$ cat src/hdl/fcms_regs.vh
// Purpose: constants for the flash command host controller
// Assumes: included by the controller files and by the self checking bench
// Notes: register offsets are byte addresses on the APB side
`ifndef FCMS_REGS_VH
`define FCMS_REGS_VH
// command codes written to the command interface
`define FCMS_CMD_READ_ARRAY 8'hff
`define FCMS_CMD_READ_ID 8'h90
`define FCMS_CMD_READ_STATUS 8'h70
`define FCMS_CMD_CLEAR_STATUS 8'h50
`define FCMS_CMD_PROG_SETUP 8'h40
`define FCMS_CMD_ERASE_SETUP 8'h20
`define FCMS_CMD_ERASE_CONFIRM 8'hd0
// apb register offsets
`define FCMS_OFF_CTRL 12'h000
`define FCMS_OFF_ADDR 12'h004
`define FCMS_OFF_WDATA 12'h008
`define FCMS_OFF_RDATA 12'h00c
`define FCMS_OFF_STATUS 12'h010
// ctrl fields: op code in [2:0], byte mode in bit 4
`define FCMS_CTRL_OP_LSB 0
`define FCMS_CTRL_OP_MSB 2
`define FCMS_CTRL_BYTE_BIT 4
// operations
`define FCMS_OP_READ 3'h0
`define FCMS_OP_CMD 3'h1
`define FCMS_OP_PROGRAM 3'h2
`define FCMS_OP_ERASE 3'h3
`define FCMS_OP_POLL 3'h4
`define FCMS_OP_RESET 3'h5
// status register bits of the device
`define FCMS_SR_READY 7
`define FCMS_SR_ERASE_ERR 5
`define FCMS_SR_PROG_ERR 4
`define FCMS_SR_VOLT_ERR 3
// timing, in ns, and derived cycles at 100 ns
`define FCMS_CLK_NS 100
`define FCMS_STROBE_NS 100
`define FCMS_STROBE_CYC ((`FCMS_STROBE_NS + `FCMS_CLK_NS - 1) / `FCMS_CLK_NS)
`define FCMS_RESET_NS 1000
`define FCMS_RESET_CYC ((`FCMS_RESET_NS + `FCMS_CLK_NS - 1) / `FCMS_CLK_NS)
`define FCMS_WAKE_NS 1000
`define FCMS_WAKE_CYC ((`FCMS_WAKE_NS + `FCMS_CLK_NS - 1) / `FCMS_CLK_NS)
`define FCMS_RESET_VAL 32'h00000000
`endif

$ cat src/hdl/fcms_sync.v
// Purpose: two flop synchroniser for the flash data input bus
// Assumes: d arrives from outside the sys_clk domain
// Notes: the first stage is read only by the second
`timescale 1ns/1ps
`default_nettype none
module fcms_sync (
	input wire sys_clk,
	input wire reset,
	input wire [15:0] d,
	output reg [15:0] q
);
	reg [15:0] meta_q;

	always @(posedge sys_clk) begin
		if (reset) begin
			meta_q <= 16'h0000;
			q <= 16'h0000;
		end else begin
			meta_q <= d;
			q <= meta_q;
		end
	end
endmodule
`default_nettype wire

$ cat src/hdl/fcms_host.v
// Purpose: apb controlled host that drives a boot block flash by its pins
// Assumes: 10 mhz sys_clk, synchronous active high reset
// Notes: each strobe pulse lasts whole cycles, data sampled after sync
//
// Operation
// device starts in read array mode
// ffh selects array reads
// read array ignored while busy
// read array independent of program voltage
// 90h or high voltage enters identifier
// low address bit picks maker or part
// byte mode gives low identifier byte
// 70h selects status reads
// program or erase enters status mode
// status on low byte, upper zero
// status latched at later falling strobe
// toggle strobes between status reads
// error flags sticky until clear or reset
// 50h clears error flags
// clear ignored while erase suspended
// reset pin clears status
// program is 40h then address data
// ready flag marks program done
// voltage flag marks bad program voltage
// verify flags only failed zero bits
// erase is 20h then d0h in block
// erased block reads all ones
// bad erase confirm sets both errors
// after power down status is 80h
// write only with we ce low, oe high
// unknown codes leave state unchanged
//
// Local design decisions: the address map and the APB slave port.
`timescale 1ns/1ps
`default_nettype none
`include "fcms_regs.vh"
module fcms_host (
	input wire sys_clk,
	input wire reset,
	input wire psel,
	input wire penable,
	input wire pwrite,
	input wire [11:0] paddr,
	input wire [31:0] pwdata,
	output reg [31:0] prdata,
	output wire pready,
	output wire pslverr,
	output reg ce_n,
	output reg oe_n,
	output reg we_n,
	output reg reset_powerdown_n,
	output reg byte_n,
	output reg [19:0] addr,
	output reg [15:0] dq_out,
	output reg dq_oe,
	input wire [15:0] dq_in
);
	// ------------------------------------------------------------
	// states
	// ------------------------------------------------------------
	localparam [3:0] S_IDLE = 4'h0;
	localparam [3:0] S_W1 = 4'h1;
	localparam [3:0] S_W1_END = 4'h2;
	localparam [3:0] S_W2 = 4'h3;
	localparam [3:0] S_W2_END = 4'h4;
	localparam [3:0] S_RD = 4'h5;
	localparam [3:0] S_RD_WAIT = 4'h6;
	localparam [3:0] S_RD_END = 4'h7;
	localparam [3:0] S_RST = 4'h8;
	localparam [3:0] S_WAKE = 4'h9;
	localparam integer STROBE_I = `FCMS_STROBE_CYC;
	localparam integer RESET_I = `FCMS_RESET_CYC;
	localparam integer WAKE_I = `FCMS_WAKE_CYC;
	localparam [7:0] STROBE_CYC = STROBE_I[7:0];
	localparam [7:0] RESET_CYC = RESET_I[7:0];
	localparam [7:0] WAKE_CYC = WAKE_I[7:0];

	reg [3:0] state_q;
	reg [7:0] cnt_q;
	reg [2:0] op_q;
	reg byte_mode_q;
	reg [19:0] addr_q;
	reg [15:0] wdata_q;
	reg [15:0] rdata_q;
	reg busy_q;
	reg done_q;
	reg polling_q;
	wire [15:0] dq_sync;

	// ------------------------------------------------------------
	// pin input sync
	// ------------------------------------------------------------
	fcms_sync u_sync (
		.sys_clk(sys_clk),
		.reset(reset),
		.d(dq_in),
		.q(dq_sync)
	);

	// ------------------------------------------------------------
	// apb slave: zero wait, errors never flagged
	// ------------------------------------------------------------
	assign pready = 1'b1;
	assign pslverr = 1'b0;
	wire wr_en = psel & penable & pwrite;
	wire start = wr_en & (paddr == `FCMS_OFF_CTRL) & ~busy_q;

	always @* begin
		case (paddr)
		`FCMS_OFF_CTRL: prdata = {27'h0000000, byte_mode_q, 1'b0, op_q};
		`FCMS_OFF_ADDR: prdata = {12'h000, addr_q};
		`FCMS_OFF_WDATA: prdata = {16'h0000, wdata_q};
		`FCMS_OFF_RDATA: prdata = {16'h0000, rdata_q};
		`FCMS_OFF_STATUS: prdata = {30'h00000000, done_q, busy_q};
		default: prdata = 32'h00000000;
		endcase
	end

	// ------------------------------------------------------------
	// sequencer
	// ------------------------------------------------------------
	always @(posedge sys_clk) begin
		if (reset) begin
			state_q <= S_IDLE;
			cnt_q <= 8'h00;
			op_q <= `FCMS_OP_READ;
			byte_mode_q <= 1'b0;
			addr_q <= 20'h00000;
			wdata_q <= 16'h0000;
			rdata_q <= 16'h0000;
			busy_q <= 1'b0;
			done_q <= 1'b0;
			polling_q <= 1'b0;
			ce_n <= 1'b1;
			oe_n <= 1'b1;
			we_n <= 1'b1;
			reset_powerdown_n <= 1'b0;
			byte_n <= 1'b1;
			addr <= 20'h00000;
			dq_out <= 16'h0000;
			dq_oe <= 1'b0;
		end else begin
			byte_n <= ~byte_mode_q;
			if (wr_en && paddr == `FCMS_OFF_ADDR && !busy_q)
				addr_q <= pwdata[19:0];
			if (wr_en && paddr == `FCMS_OFF_WDATA && !busy_q)
				wdata_q <= pwdata[15:0];
			if (wr_en && paddr == `FCMS_OFF_STATUS)
				done_q <= 1'b0;
			case (state_q)
			S_IDLE: begin
				// release from reset pin low, so the device enters array mode
				if (!reset_powerdown_n) begin
					state_q <= S_WAKE;
					reset_powerdown_n <= 1'b1;
					cnt_q <= WAKE_CYC;
					busy_q <= 1'b1;
				end else if (start) begin
					op_q <= pwdata[`FCMS_CTRL_OP_MSB:`FCMS_CTRL_OP_LSB];
					byte_mode_q <= pwdata[`FCMS_CTRL_BYTE_BIT];
					busy_q <= 1'b1;
					done_q <= 1'b0;
					cnt_q <= STROBE_CYC;
					case (pwdata[`FCMS_CTRL_OP_MSB:`FCMS_CTRL_OP_LSB])
					`FCMS_OP_READ: state_q <= S_RD;
					`FCMS_OP_POLL: begin
						polling_q <= 1'b1;
						state_q <= S_RD;
					end
					`FCMS_OP_RESET: begin
						reset_powerdown_n <= 1'b0;
						cnt_q <= RESET_CYC;
						state_q <= S_RST;
					end
					`FCMS_OP_CMD: begin
						// raw command: ff, 90, 70, 50 and others
						dq_out <= {8'h00, wdata_q[7:0]};
						addr <= addr_q;
						state_q <= S_W1;
					end
					`FCMS_OP_PROGRAM: begin
						dq_out <= {8'h00, `FCMS_CMD_PROG_SETUP};
						addr <= addr_q;
						state_q <= S_W1;
					end
					`FCMS_OP_ERASE: begin
						dq_out <= {8'h00, `FCMS_CMD_ERASE_SETUP};
						addr <= addr_q;
						state_q <= S_W1;
					end
					default: begin
						busy_q <= 1'b0;
						state_q <= S_IDLE;
					end
					endcase
					if (pwdata[`FCMS_CTRL_OP_MSB:`FCMS_CTRL_OP_LSB] ==
					    `FCMS_OP_CMD ||
					    pwdata[`FCMS_CTRL_OP_MSB:`FCMS_CTRL_OP_LSB] ==
					    `FCMS_OP_PROGRAM ||
					    pwdata[`FCMS_CTRL_OP_MSB:`FCMS_CTRL_OP_LSB] ==
					    `FCMS_OP_ERASE) begin
						// oe stays high through every write strobe
						oe_n <= 1'b1;
						ce_n <= 1'b0;
						we_n <= 1'b0;
						dq_oe <= 1'b1;
					end
				end
			end
			S_W1, S_W2: begin
				if (cnt_q > 8'h01) begin
					cnt_q <= cnt_q - 8'h01;
				end else begin
					// we rises first; address and data held past it
					we_n <= 1'b1;
					state_q <= (state_q == S_W1) ? S_W1_END : S_W2_END;
				end
			end
			S_W1_END: begin
				ce_n <= 1'b1;
				dq_oe <= 1'b0;
				if (op_q == `FCMS_OP_CMD) begin
					busy_q <= 1'b0;
					done_q <= 1'b1;
					state_q <= S_IDLE;
				end else begin
					// second cycle: data, or confirm code at block address
					if (op_q == `FCMS_OP_PROGRAM)
						dq_out <= wdata_q;
					else
						dq_out <= {8'h00, `FCMS_CMD_ERASE_CONFIRM};
					state_q <= S_W2;
					cnt_q <= STROBE_CYC;
					ce_n <= 1'b0;
					we_n <= 1'b0;
					dq_oe <= 1'b1;
				end
			end
			S_W2_END: begin
				ce_n <= 1'b1;
				dq_oe <= 1'b0;
				// device now in status mode; poll until ready
				polling_q <= 1'b1;
				cnt_q <= STROBE_CYC;
				state_q <= S_RD;
			end
			S_RD: begin
				// fresh ce and oe fall for each read, status latched then
				ce_n <= 1'b0;
				oe_n <= 1'b0;
				addr <= addr_q;
				cnt_q <= STROBE_CYC + 8'h02;
				state_q <= S_RD_WAIT;
			end
			S_RD_WAIT: begin
				if (cnt_q > 8'h01) begin
					cnt_q <= cnt_q - 8'h01;
				end else begin
					rdata_q <= byte_mode_q ? {8'h00, dq_sync[7:0]} :
						dq_sync;
					ce_n <= 1'b1;
					oe_n <= 1'b1;
					state_q <= S_RD_END;
				end
			end
			S_RD_END: begin
				// ready bit low: read again after strobes went high
				if (polling_q && !rdata_q[`FCMS_SR_READY]) begin
					state_q <= S_RD;
				end else begin
					polling_q <= 1'b0;
					busy_q <= 1'b0;
					done_q <= 1'b1;
					state_q <= S_IDLE;
				end
			end
			S_RST: begin
				if (cnt_q > 8'h01)
					cnt_q <= cnt_q - 8'h01;
				else begin
					reset_powerdown_n <= 1'b1;
					cnt_q <= WAKE_CYC;
					state_q <= S_WAKE;
				end
			end
			S_WAKE: begin
				if (cnt_q > 8'h01)
					cnt_q <= cnt_q - 8'h01;
				else begin
					busy_q <= 1'b0;
					done_q <= 1'b1;
					state_q <= S_IDLE;
				end
			end
			default: state_q <= S_IDLE;
			endcase
		end
	end
endmodule
`default_nettype wire

$ cat config.mk
export PLATFORM = sky130hd
export DESIGN_NAME = fcms_host
export DESIGN_NICKNAME = d
export VERILOG_FILES = /design/src/hdl/fcms_sync.v /design/src/hdl/fcms_host.v
export VERILOG_INCLUDE_DIRS = /design/src /design/src/hdl
export SDC_FILE = /design/constraint.sdc
export NUM_CORES = 1
export LEC_CHECK = 0
export ABC_AREA = 1
export BUFFER_PORTS_ARGS = -buffer_cell sky130_fd_sc_hd__buf_2
export CAP_MARGIN = 20
export CORE_MARGIN = 3
export CORE_UTILIZATION = 40
export CTS_CLUSTER_SIZE = 12
export DETAILED_ROUTE_END_ITERATION = 10
export PLACE_DENSITY = 0.65
export SLEW_MARGIN = 20
export SYNTH_ARGS = -nofsm -noshare
export SYNTH_HDL_FRONTEND = slang
export SYNTH_SLANG_ARGS = --single-unit
$ cat constraint.sdc
create_clock -name sys_clk -period 3.4 [get_ports sys_clk]
set_input_delay 1.02 -clock sys_clk [delete_from_list [all_inputs] [get_ports sys_clk]]
set_output_delay 1.02 -clock sys_clk [all_outputs]
set_load 0.005 [all_outputs]
==> results by group, run 1 <==
Yosys
  – Most frequent cell after synthesis: nor2_1
  – Synth Instances: ~940
  – Post-Syn Area per Cell: about 7.1 um^2
  – Ys Warns: 0
  – EDFF count, synth: 0
  – FFs w/ async S/R, synth: 0%
  – Most frequent cells after synthesis: nor2_1 (178), dfxtp_1 (145), inv_1 (130), nand2_1 (128), o21ai_0 (68)
  – Netlist cell types: 38
  – Mapped Area: ~6600 um^2
  – Post-synth top flop: dfxtp_1
  – Synth area leader: dfxtp_1
  – Sequential area share after synthesis: 43.8%
  – Top cell type's share of synthesized area: 43.8%
  – Synth top area cells: dfxtp_1 (44%), nor2_1 (10%), inv_1 (7.4%), nand2_1 (7.2%), o21ai_0 (5.1%)
  – #FFs+latches synth: around 150

Route
  – Vias/cell: 4.84
  – Pre-Repair DR Iteration Count: 5
  – Routed Wire Length: approximately 17,000 um
  – Initial detailed-routing violation count: between 400 and 500
  – Vias: between 6,000 and 7,000
  – DRC Markers: 0
  – Routed wire length per instance: between 10 and 15 um
  – Post-route ant nets: 0

Timing
  – F_max: 304 MHz
  – Setup violators final: 0
  – Setup TNS: 0 ns
  – Final worst setup slack: 0.110 ns
  – Transition time of the tightest slew-check pin: between 0.8 and 0.9 ns
  – Min cycle time layout: between 3 and 4 ns
  – Final hold vios: 0
  – RSZ-0062 raised after global routing: true
  – Tcrit/Tclk final: 96.8%
  – Slew headroom: a little over two fifths
  – Pins Over Slew Limit: 0
  – Max Clock Skew: 0.0108 ns

Floorplan
  – Cell row count: 46
  – IO Count: between 100 and 150
  – Initial Util: about two fifths
  – Die span in x: around 130 um
  – Die Height: around 130 um
  – Full die area: between 15,000 and 20,000 um^2
  – Core ar.: roughly 16,000 um^2

Critical path
  – Crit Path Class: input pin to output pin
  – CP Capture Type: output pin
  – CP required: about 2.4 ns
  – CP startpoint kind: input pin
  – Max FO, Critical Path: 20
  – Crit path DAT: approximately 2.3 ns

Clock tree
  – CTS sink count: around 150
  – Post-CTS Setup Bufs: 0
  – CTS Buf Count: 17
  – Clk_lat worst skew: 0.43 ns
  – CTS tree: built
  – Root buf cell: clkbuf_16
  – H-tree Lvls: 4
  – Clock transition at path regs: about 0.060 ns
  – Post-CTS resize count: 0
  – Max Root-Sink Buffers: 2
  – Hold buffers post-CTS: 0

Hold path
  – Worst hold path class: flop to flop

Power
  – P_leak: roughly 3.7 nW
  – Power Density: 812 nW/um^2
  – VDD IR-drop max: 0.000364 V

Layout
  – Ant. Diodes: 0
  – Area delta synth->final: 20.1%
  – Layout cells sized above 1: 18.8%
  – Util after Layout: 49.6%
  – Layout Nets: 1,105
  – Filler Cells Inserted: 1,638

Global route
  – Number of global-route vias before repair: 5,556
  – Total gr overflow: 0
  – Initial antenna violation count: 0
  – First-pass GRT wire length: about 28,000 um
  – Total track usage: around a fifth
  – Pin count of the biggest net entering global routing: 78

Run
  – Total of max-cap violations: 0

Placed design
  – Routability cong.: 0.894
  – Detailed Place HPWL: 12,400 um
  – DP Worst Slack: 0.0696 ns
  – Input/output buffers: 114

Outcome
  – Status: finished, final reports clean
[per-stage QoR]
step           area, um^2  total power, mW  instances  hold slack [ns]
2_1_floorplan        6680             3.99        949            0.380
3_3_place_gp         7320             4.54       1235            0.392
3_5_place_dp         7320             4.57       1235            0.392
4_1_cts              7940             6.53       1267            0.398
5_1_grt              7960             6.98       1267            0.407
6_report             7960             6.46       1267            0.396
[area by class of cell]
type	count	area [um^2]	area share, %
Inverter	140	526	6.60
Clock inverter	13	175	2.20
Timing Repair Buffer	130	719	9.03
Sequential cell	145	2900	36.4
Tap cell	216	270	3.39
Clock buffer	19	443	5.56
Multi-Input combinational cell	604	2930	36.8
[placed cells by master (no fill, tap or decap), types with 3 or more instances in the layout]
| master | synthesis | final |
|---|---|---|
| dfxtp_1 | 145 | 145 |
| o22ai_1 | 3 | 3 |
| nor2_4 | 5 | 5 |
| a21oi_1 | 58 | 58 |
| o221ai_1 | 12 | 10 |
| nand3_1 | 54 | 53 |
| nor2_1 | 178 | 177 |
| a211oi_1 | 20 | 20 |
| clkinv_4 | 0 | 4 |
| bufinv_16 | 0 | 3 |
| nor2_2 | 4 | 5 |
| inv_1 | 130 | 130 |
| o21ai_0 | 68 | 68 |
| nand4_1 | 28 | 28 |
| nand2_2 | 4 | 4 |
| buf_2 | 10 | 114 |
| clkbuf_16 | 0 | 17 |
| inv_2 | 9 | 9 |
| nand2_1 | 128 | 128 |
| nand3_2 | 4 | 5 |
| nor3_1 | 3 | 3 |
| buf_4 | 19 | 13 |
| inv_6 | 0 | 3 |
| conb_1 | 2 | 14 |
| o211ai_1 | 3 | 3 |
[state kept, by name, indices dropped and copies added (netlist names), 3 cells and up]
name / flops
state_q: 4
dq_out: 16
op_q: 3
u_sync.meta_q: 16
rdata_q: 16
u_sync.q: 16
wdata_q: 16
cnt_q: 8
addr_q: 20
addr: 20
[worst paths after layout]
path / cells past startpoint / startpoint / endpoint / slack [ns]
worst max-delay path: 9 / paddr[11] / prdata[2] / 0.11
worst min-delay path: 2 / u_sync.meta_q[1] / u_sync.q[1] / 0.40
worst max register to register: 7 / state_q[0] / dq_out[7] / 0.80
worst min register to register: 2 / u_sync.meta_q[1] / u_sync.q[1] / 0.40
[worst max-delay path, cell delays in order]
cell     delay [ns]
buf_2          0.09
nor2_1         0.09
nand2_1        0.07
nor2_1         0.11
buf_4          0.16
nand3_1        0.12
buf_12         0.18
o21ai_0        0.25
buf_2          0.17
[cells by family after synthesis]
logic type,Yosys count,share of synthesized area [%]
flops,145,43.8
other cells,2,0.113
simple gates,414,27.5
compound gates,172,14.9
buf+inv,200,13.0
xor+xnor,2,0.264
fa+ha+maj,2,0.377
[metal layers]
metal | GRT usage [%] | vias up | routed length (um)
met1 | 25.8 | 2750 | 8020
met3 | 4.32 | 16 | 959
met2 | 30.9 | 172 | 8000
li1 | - | 3193 | -
met5 | 0 | - | 0
met4 | 6.90 | 0 | 257
[report_power, final]
group / total [mW] / internal [mW] / switching, mW
registers: 2.20 / 2.01 / 0.197
clock network: 1.94 / 1.19 / 0.757
logic: 2.31 / 0.816 / 1.50
Note: power is estimated with default switching activity, not from simulation.
==> run 2: changes to the inputs <==
--- a/config.mk
+++ b/config.mk
@@ -6,7 +6,7 @@
 export SDC_FILE = /design/constraint.sdc
 export NUM_CORES = 1
 export LEC_CHECK = 0
-export ABC_AREA = 1
+export ABC_AREA = 0
 export BUFFER_PORTS_ARGS = -buffer_cell sky130_fd_sc_hd__buf_2
 export CAP_MARGIN = 20
 export CORE_MARGIN = 3
==> run 2 against run 1 <==
  * The flow now finishes with violations (negative setup slack)
  * Critical path type unchanged
  * Cell count fell by 17%
  * Highest routed layer unchanged
  * Fmax fell by 8.8%
  * Routed wire length rose by 4.1%
  * Die area fell by 2.6%
  * Global-route usage rose by 0.81 points
  * Area after synthesis fell by 2.7%
  * Sequential cell count did not move
  * Register-to-register slack improved by 0.02 ns
  * Cell area fell by 0.96%
==> results by group, run 2 <==
Hold path
  – Hold depth: 2 (unchanged)
  – Hold Crit Start: u_sync.q[2]
  – Worst hold path class: flop to flop
  – Hold Path End: rdata_q[2]

Yosys
  – Netlist cell types: 69 (+82%)
  – #FFs+latches synth: 145 (unchanged)
  – Post-synth top flop: dfxtp_1
  – Most frequent cell after synthesis: dfxtp_1
  – Post-Syn Area per Cell: 8.93 um^2 (+26%)
  – Synth area leader: dfxtp_1
  – Top cell type's share of synthesized area: 45.0% (+1.2 points)
  – Most frequent cells after synthesis: dfxtp_1 (145), nor2_1 (80), a21oi_1 (57), nand2_1 (45), mux2i_1 (44)
  – Sequential area share after synthesis: 45.0% (+1.2 points)
  – Mapped Area: 6450 um^2 (-2.7%)
  – Simple-gate share of the synthesized area: 21.5% (-6.0 points)
  – Synth Area in XOR/XNOR: 0% (-0.26 points)
  – FFs w/ async S/R, synth: 0% (unchanged)
  – Largest family of logic cells by synthesized area: simple AND/OR/NAND/NOR gates
  – Adder-cell area share of the yosys netlist: 0.388% (+0.011 points)
  – Ys Warns: 0 (unchanged)
  – Mux contribution to synthesized area: 10.1% (+10 points)
  – Post-synthesis compound-gate area fraction: 17.0% (+2.1 points)
  – EDFF count, synth: 0 (unchanged)
  – Synth Instances: 722 (-23%)
  – Synth top area cells: dfxtp_1 (45%), mux2i_1 (6.8%), nor2_1 (4.7%), a21oi_1 (4.4%), nor2b_1 (3.4%)

Global route
  – Pin count of the biggest net entering global routing: 62 (-21%)
  – First-pass GRT wire length: 28,300 um (+1.7%)
  – Initial antenna violation count: 0 (unchanged)
  – Number of global-route vias before repair: 5,119 (-7.9%)
  – Total gr overflow: 0 (unchanged)
  – Total track usage: 20.1% (+0.81 points)

Placed design
  – Placed cell areas: 7270 um^2 (-0.77%)
  – Detailed Place HPWL: 12,300 um (-0.82%)
  – Input/output buffers: 114 (unchanged)
  – Routability cong.: 0.909 (+1.6%)

Power
  – Int Pwr: 3.37 mW (-16%)
  – VDD IR-drop max: 0.000403 V (+11%)
  – Clock share of power: 34.8% (+4.7 points)
  – Sw frac: 34.8% (-3.1 points)
  – Sequential share of power: 38.4% (+4.3 points)
  – Sw power: 1.80 mW (-27%)
  – Power Density: 655 nW/um^2 (-19%)
  – P_leak: 3.22 nW (-13%)
  – Logic pwr share: 26.9% (-8.9 points)

Clock tree
  – CTS sink count: 145 (unchanged)
  – CTS Buf Count: 17 (unchanged)
  – Clock transition at path regs: 0.06 ns (about the same)
  – H-tree Lvls: 4 (unchanged)
  – Max Root-Sink Buffers: 2 (unchanged)
  – Root buf cell: clkbuf_16
  – CTS tree: built
  – Clk_lat worst skew: 0.42 ns (about the same)

Outcome
  – Failing checks: negative setup slack
  – Status: complete, but fails checks

Timing
  – Final hold vios: 0 (unchanged)
  – Final worst setup slack: -0.208 ns (-0.318 ns)
  – Worst hold margin: 0.428 ns (+0.0324 ns)
  – F_max: 277 MHz (-8.8%)
  – Max Clock Skew: 0.00963 ns (-0.00122 ns)
  – Tcrit/Tclk final: 106% (+9.4 points)
  – Slew headroom: 41.0% (-2.8 points)
  – Transition time of the tightest slew-check pin: 0.883 ns (+0.0402 ns)
  – RSZ-0062 raised after global routing: true
  – Pins Over Slew Limit: 0 (unchanged)
  – Min cycle time layout: 3.61 ns (+0.318 ns)
  – Setup violators final: 20 (+20)

Critical path
  – Crit-path cells: buf_6 -> or4_4 -> or4_4 -> nor2_2 -> buf_2
  – Max FO, Critical Path: 7 (-65%)
  – Reg2reg setup slack: 0.82 ns (+0.02 ns)
  – Delay-heaviest family, CP: simple AND/OR/NAND/NOR gates
  – Crit Path Class: input pin to output pin
  – Critical path's slowest cell: or4_4
  – Worst reg2reg path depth: 5 (-2)
  – CP Capture Type: output pin
  – Crit path DAT: 2.59 ns (+0.32 ns)
  – Reg-to-Reg Start: state_q[2]
  – Largest incremental delay on the critical path: 0.64 ns (+0.39 ns)
  – CP required: 2.38 ns (about the same)
  – CP bufs+invs: 2 (-2)
  – FF-to-FF End: cnt_q[2]
  – CP startpoint kind: input pin
  – Most frequent CP cell: or4_4

Floorplan
  – Die Height: 133 um (-1.3%)
  – Core ar.: 15,500 um^2 (-3.6%)
  – Initial Util: 41.6% (+0.36 points)
  – Full die area: 17,700 um^2 (-2.6%)
  – Die span in x: 133 um (-1.3%)
  – Cell row count: 45 (-2.2%)
  – IO Count: 141 (unchanged)

Layout
  – Biggest regs: addr (20), addr_q (20)
  – Layout cells sized above 1: 26.3% (+7.4 points)
  – Filler Cells Inserted: 1,450 (-11%)
  – Commonest non-fill, non-tap cell in the layout: dfxtp_1
  – Layout Nets: 891 (-19%)
  – Final Instance Area: 7890 um^2 (-0.96%)
  – Commonest cells after routing, fill and taps aside: dfxtp_1 (145), buf_2 (111), nor2_1 (68)
  – Ant. Diodes: 0 (unchanged)
  – Area delta synth->final: 22.3%

Route
  – Routed Wire Length: 17,900 um (+4.1%)
  – Pre-Repair DR Iteration Count: 5 (unchanged)
  – Vias: 5,703 (-7.0%)
  – Vias/cell: 5.44 (+12%)
  – Routed wire length per instance: 17.1 um (+26%)
  – DRC Markers: 0 (unchanged)
  – Initial detailed-routing violation count: 637 (+45%)
  – Post-route ant nets: 0 (unchanged)

Run
  – Total of max-cap violations: 0 (unchanged)
-- run 2: cell count changes in the layout (fill, tap and decap cells not counted), sizes merged, moves of 31 or more --
cell	delta
nor2	-107
nor2b	+35
mux2i	+44
nand2	-89
o21ai	-33
inv	-132
nand3	-31
-- run 2: timing repair --
action | in CTS | in global routing
resized for setup | 9 | 1
hold buffers | 0 | 0
pin swaps | 16 | 2
gates cloned | 1 | 0
endpoints found under the setup margin | 20 | 20
setup buffers | 1 | 0
-- run 2: how the worst max path moves through the flow --
stage,from,end,slack [ns],cells after the start
detailed placement,paddr[9],prdata[5],-0.22,5
floorplan,paddr[9],prdata[10],-0.09,5
global route,paddr[10],prdata[11],-0.22,5
global placement,paddr[9],prdata[10],-0.18,5
finish,paddr[10],prdata[5],-0.21,5
CTS,paddr[6],prdata[5],-0.20,5
-- run 2: area by class of cell --
| type | instances | area [um^2] | share of cell area (%) |
|---|---|---|---|
| Clock buffer | 19 | 443 | 5.62 |
| Clock inverter | 13 | 125 | 1.59 |
| Inverter | 8 | 30.0 | 0.381 |
| Multi-Input combinational cell | 512 | 3280 | 41.5 |
| Sequential cell | 145 | 2900 | 36.8 |
| Tap cell | 211 | 264 | 3.35 |
| Timing Repair Buffer | 140 | 847 | 10.7 |
-- run 2: metal layers --
| metal | GRT usage, % | routed length, um | up-vias |
|---|---|---|---|
| met3 | 5.13 | 1330 | 25 |
| met1 | 29.1 | 8370 | 2671 |
| li1 | - | - | 2763 |
| met5 | 0 | 0 | - |
| met2 | 29.0 | 7940 | 244 |
| met4 | 6.93 | 302 | 0 |
-- run 2: kinds of logic (layout without fill, tap and decap cells) --
group	Yosys count	count (layout)
compound gates	171	171
fa+ha+maj	2	2
buf+inv	78	180
flops	145	145
mux	59	59
other cells	2	14
simple gates	265	266
-- run 2: power groups by stage --
| stage | clock network, mW | logic [mW] | registers, mW |
|---|---|---|---|
| after global routing | 1.90 | 1.51 | 2.00 |
| after detailed placement | 0 | 1.35 | 2.01 |
| after floorplan | 0 | 1.07 | 1.91 |
| after global placement | 0 | 1.34 | 2.01 |
| final | 1.80 | 1.39 | 1.98 |
| after CTS | 1.82 | 1.36 | 1.98 |
-- run 2: stage by stage --
step,utilization (%),instances,setup slack [ns],setup TNS (ns),power (mW)
2_1_floorplan,-,734,-0.0908,-0.908,2.98
3_3_place_gp,46.9,1014,-0.177,-3.07,3.36
3_5_place_dp,46.9,1014,-0.221,-3.18,3.36
4_1_cts,50.9,1048,-0.203,-2.96,5.16
5_1_grt,50.9,1048,-0.219,-3.63,5.41
6_report,50.9,1048,-0.208,-2.95,5.17
-- run 2: worst register-to-register path, delay by kind of cell, from the launching register on --
family / cells / cell delay, ns
compound gates: 3 / 0.95
simple gates: 2 / 0.74
flops: 1 / 0.80
==> run 3: changes to the inputs <==
==> constraint.sdc (replaced) <==
create_clock -name sys_clk -period 3.4 [get_ports sys_clk]
set_input_delay 0.68 -clock sys_clk [delete_from_list [all_inputs] [get_ports sys_clk]]
set_output_delay 0.68 -clock sys_clk [all_outputs]
set_load 0.005 [all_outputs]
==> run 3 against run 2 <==
  * The run now ends clean
  * Total power rose by 4.1%
  * Largest power group is now clock
  * Highest routed layer unchanged
  * Cell count decreased by 0.95%
  * Sequential share of layout area up 0.56 points
==> results by group, run 3 (synthesis gave the netlist of run 2 again) <==
Outcome
  – Status: finished, final reports clean

Global route
  – First-pass GRT wire length: 28,000 um (-1.2%)
  – Initial antenna violation count: 0 (unchanged)
  – Pin count of the biggest net entering global routing: 51 (-18%)
  – Total gr overflow: 0 (unchanged)
  – Number of global-route vias before repair: 5,252 (+2.6%)
  – Total track usage: 19.6% (-0.55 points)

Route
  – Post-route ant nets: 0 (unchanged)
  – Pre-Repair DR Iteration Count: 5 (unchanged)
  – Initial detailed-routing violation count: 666 (+4.6%)
  – Routed wire length per instance: 16.9 um (-1.5%)
  – Vias/cell: 5.39 (-1.0%)
  – DRC Markers: 0 (unchanged)
  – Routed Wire Length: 17,500 um (-2.5%)
  – Vias: 5,591 (-2.0%)

Timing
  – Min cycle time layout: 3.05 ns (-0.556 ns)
  – Setup violators final: 0 (-100%)
  – F_max: 328 MHz (+18%)
  – Pins Over Slew Limit: 0 (unchanged)
  – RSZ-0062 raised after global routing: false
  – Setup TNS: 0 ns (+2.95 ns)
  – Transition time of the tightest slew-check pin: 0.863 ns (-0.0205 ns)
  – Slew headroom: 42.4% (+1.4 points)
  – Final hold vios: 0 (unchanged)
  – Max Clock Skew: 0.00828 ns (-0.00135 ns)
  – Tcrit/Tclk final: 89.8% (-16 points)

Layout
  – Commonest cells after routing, fill and taps aside: dfxtp_1 (145), buf_2 (113), nor2_1 (80)
  – Multi-input gate area: 3220 um^2 (-1.7%)
  – Layout Cells excl Fill: 1,038 (-0.95%)
  – Ant. Diodes: 0 (unchanged)
  – Sequential cell area: 2900 um^2 (unchanged)
  – Commonest non-fill, non-tap cell in the layout: dfxtp_1
  – Area delta synth->final: 20.5%
  – Layout Nets: 881 (-1.1%)
  – Layout cells sized above 1: 23.6% (-2.7 points)
  – Filler Cells Inserted: 1,452 (+0.14%)
  – Biggest regs: addr (20), addr_q (20)
  – Final Instance Area: 7770 um^2 (-1.5%)

Power
  – Power Density: 692 nW/um^2 (+5.6%)
  – VDD IR-drop max: 0.000414 V (+2.9%)
  – P_leak: 3.18 nW (-1.3%)

Clock tree
  – CTS sink count: 145 (unchanged)
  – H-tree Lvls: 4 (unchanged)
  – CTS tree: built
  – CTS Buf Count: 17 (unchanged)
  – Hold buffers post-CTS: 0 (unchanged)
  – Clock transition at path regs: 0.06 ns (about the same)
  – Max Root-Sink Buffers: 2 (unchanged)
  – Post-CTS Setup Bufs: 0 (-1)
  – Post-CTS resize count: 0 (-9)
  – Clk_lat worst skew: 0.42 ns (about the same)
  – Root buf cell: clkbuf_16

Placed design
  – Detailed Place HPWL: 12,200 um (-0.90%)
  – Input/output buffers: 114 (unchanged)
  – Placed cell areas: 7130 um^2 (-1.9%)
  – Routability cong.: 0.902 (-0.77%)
  – Placed Cells: 1,006 (-0.79%)

Critical path
  – Crit-path cells: buf_2 -> or4_4 -> or4_4 -> nor2_1 -> buf_2
  – CP required: 2.72 ns (+0.34 ns)
  – Critical path's slowest cell: or4_4
  – CP Capture Type: output pin
  – Max FO, Critical Path: 17 (+10)
  – Largest incremental delay on the critical path: 0.65 ns (about the same)
  – Crit Path Class: input pin to output pin
  – Crit path DAT: 2.37 ns (-0.22 ns)
  – CP startpoint kind: input pin

Floorplan
  – Die span in x: 133 um (unchanged)
  – Full die area: 17,700 um^2 (unchanged)
  – Initial Util: 41.6% (unchanged)
  – Die Height: 133 um (unchanged)
  – Core ar.: 15,500 um^2 (unchanged)
  – IO Count: 141 (unchanged)
  – Cell row count: 45 (unchanged)

Hold path
  – Worst hold path class: flop to flop

Run
  – Total of max-cap violations: 0 (unchanged)
==> run 3: worst max-delay path, delay by kind of cell <==
family | cells | cell delay, ns
AND/OR/NAND/NOR | 3 | 1.43
buffers and inverters | 2 | 0.25
==> run 3: final cells by class <==
type	count	share of cell area, %
Multi-Input combinational cell	511	41.4
Clock inverter	13	2.53
Clock buffer	19	5.70
Timing Repair Buffer	131	9.18
Inverter	8	0.386
Tap cell	211	3.40
Sequential cell	145	37.4
==> run 3: metal layers <==
layer,share of wire [%],track usage [%],up-vias
met4,1.6,6.29,0
met2,45,30.6,227
li1,-,-,2751
met5,0,0,-
met3,6.5,3.95,24
met1,47,27.2,2589
==> run 3: worst paths after layout <==
kind         slack, ns  cells past startpoint          to         from
min reg2reg       0.43                      2  rdata_q[3]  u_sync.q[3]
max reg2reg       0.80                      5    addr[10]   state_q[2]
min               0.43                      2  rdata_q[3]  u_sync.q[3]
max               0.35                      5   prdata[3]     paddr[9]
==> run 3: power by group <==
| group | internal, mW | switching (mW) | total (mW) |
|---|---|---|---|
| sequential | 1.81 | 0.156 | 1.97 |
| clock | 1.26 | 0.752 | 2.02 |
| combinational | 0.522 | 0.871 | 1.39 |
==> run 3: per-stage QoR <==
step / setup slack (ns) / hold WS, ns / utilization (%) / total power, mW
2_1_floorplan: 0.535 / 0.414 / - / 2.98
3_3_place_gp: 0.369 / 0.416 / 46.1 / 3.36
3_5_place_dp: 0.380 / 0.422 / 46.1 / 3.36
4_1_cts: 0.373 / 0.433 / 50.2 / 5.37
5_1_grt: 0.308 / 0.452 / 50.2 / 5.64
6_report: 0.348 / 0.435 / 50.2 / 5.38
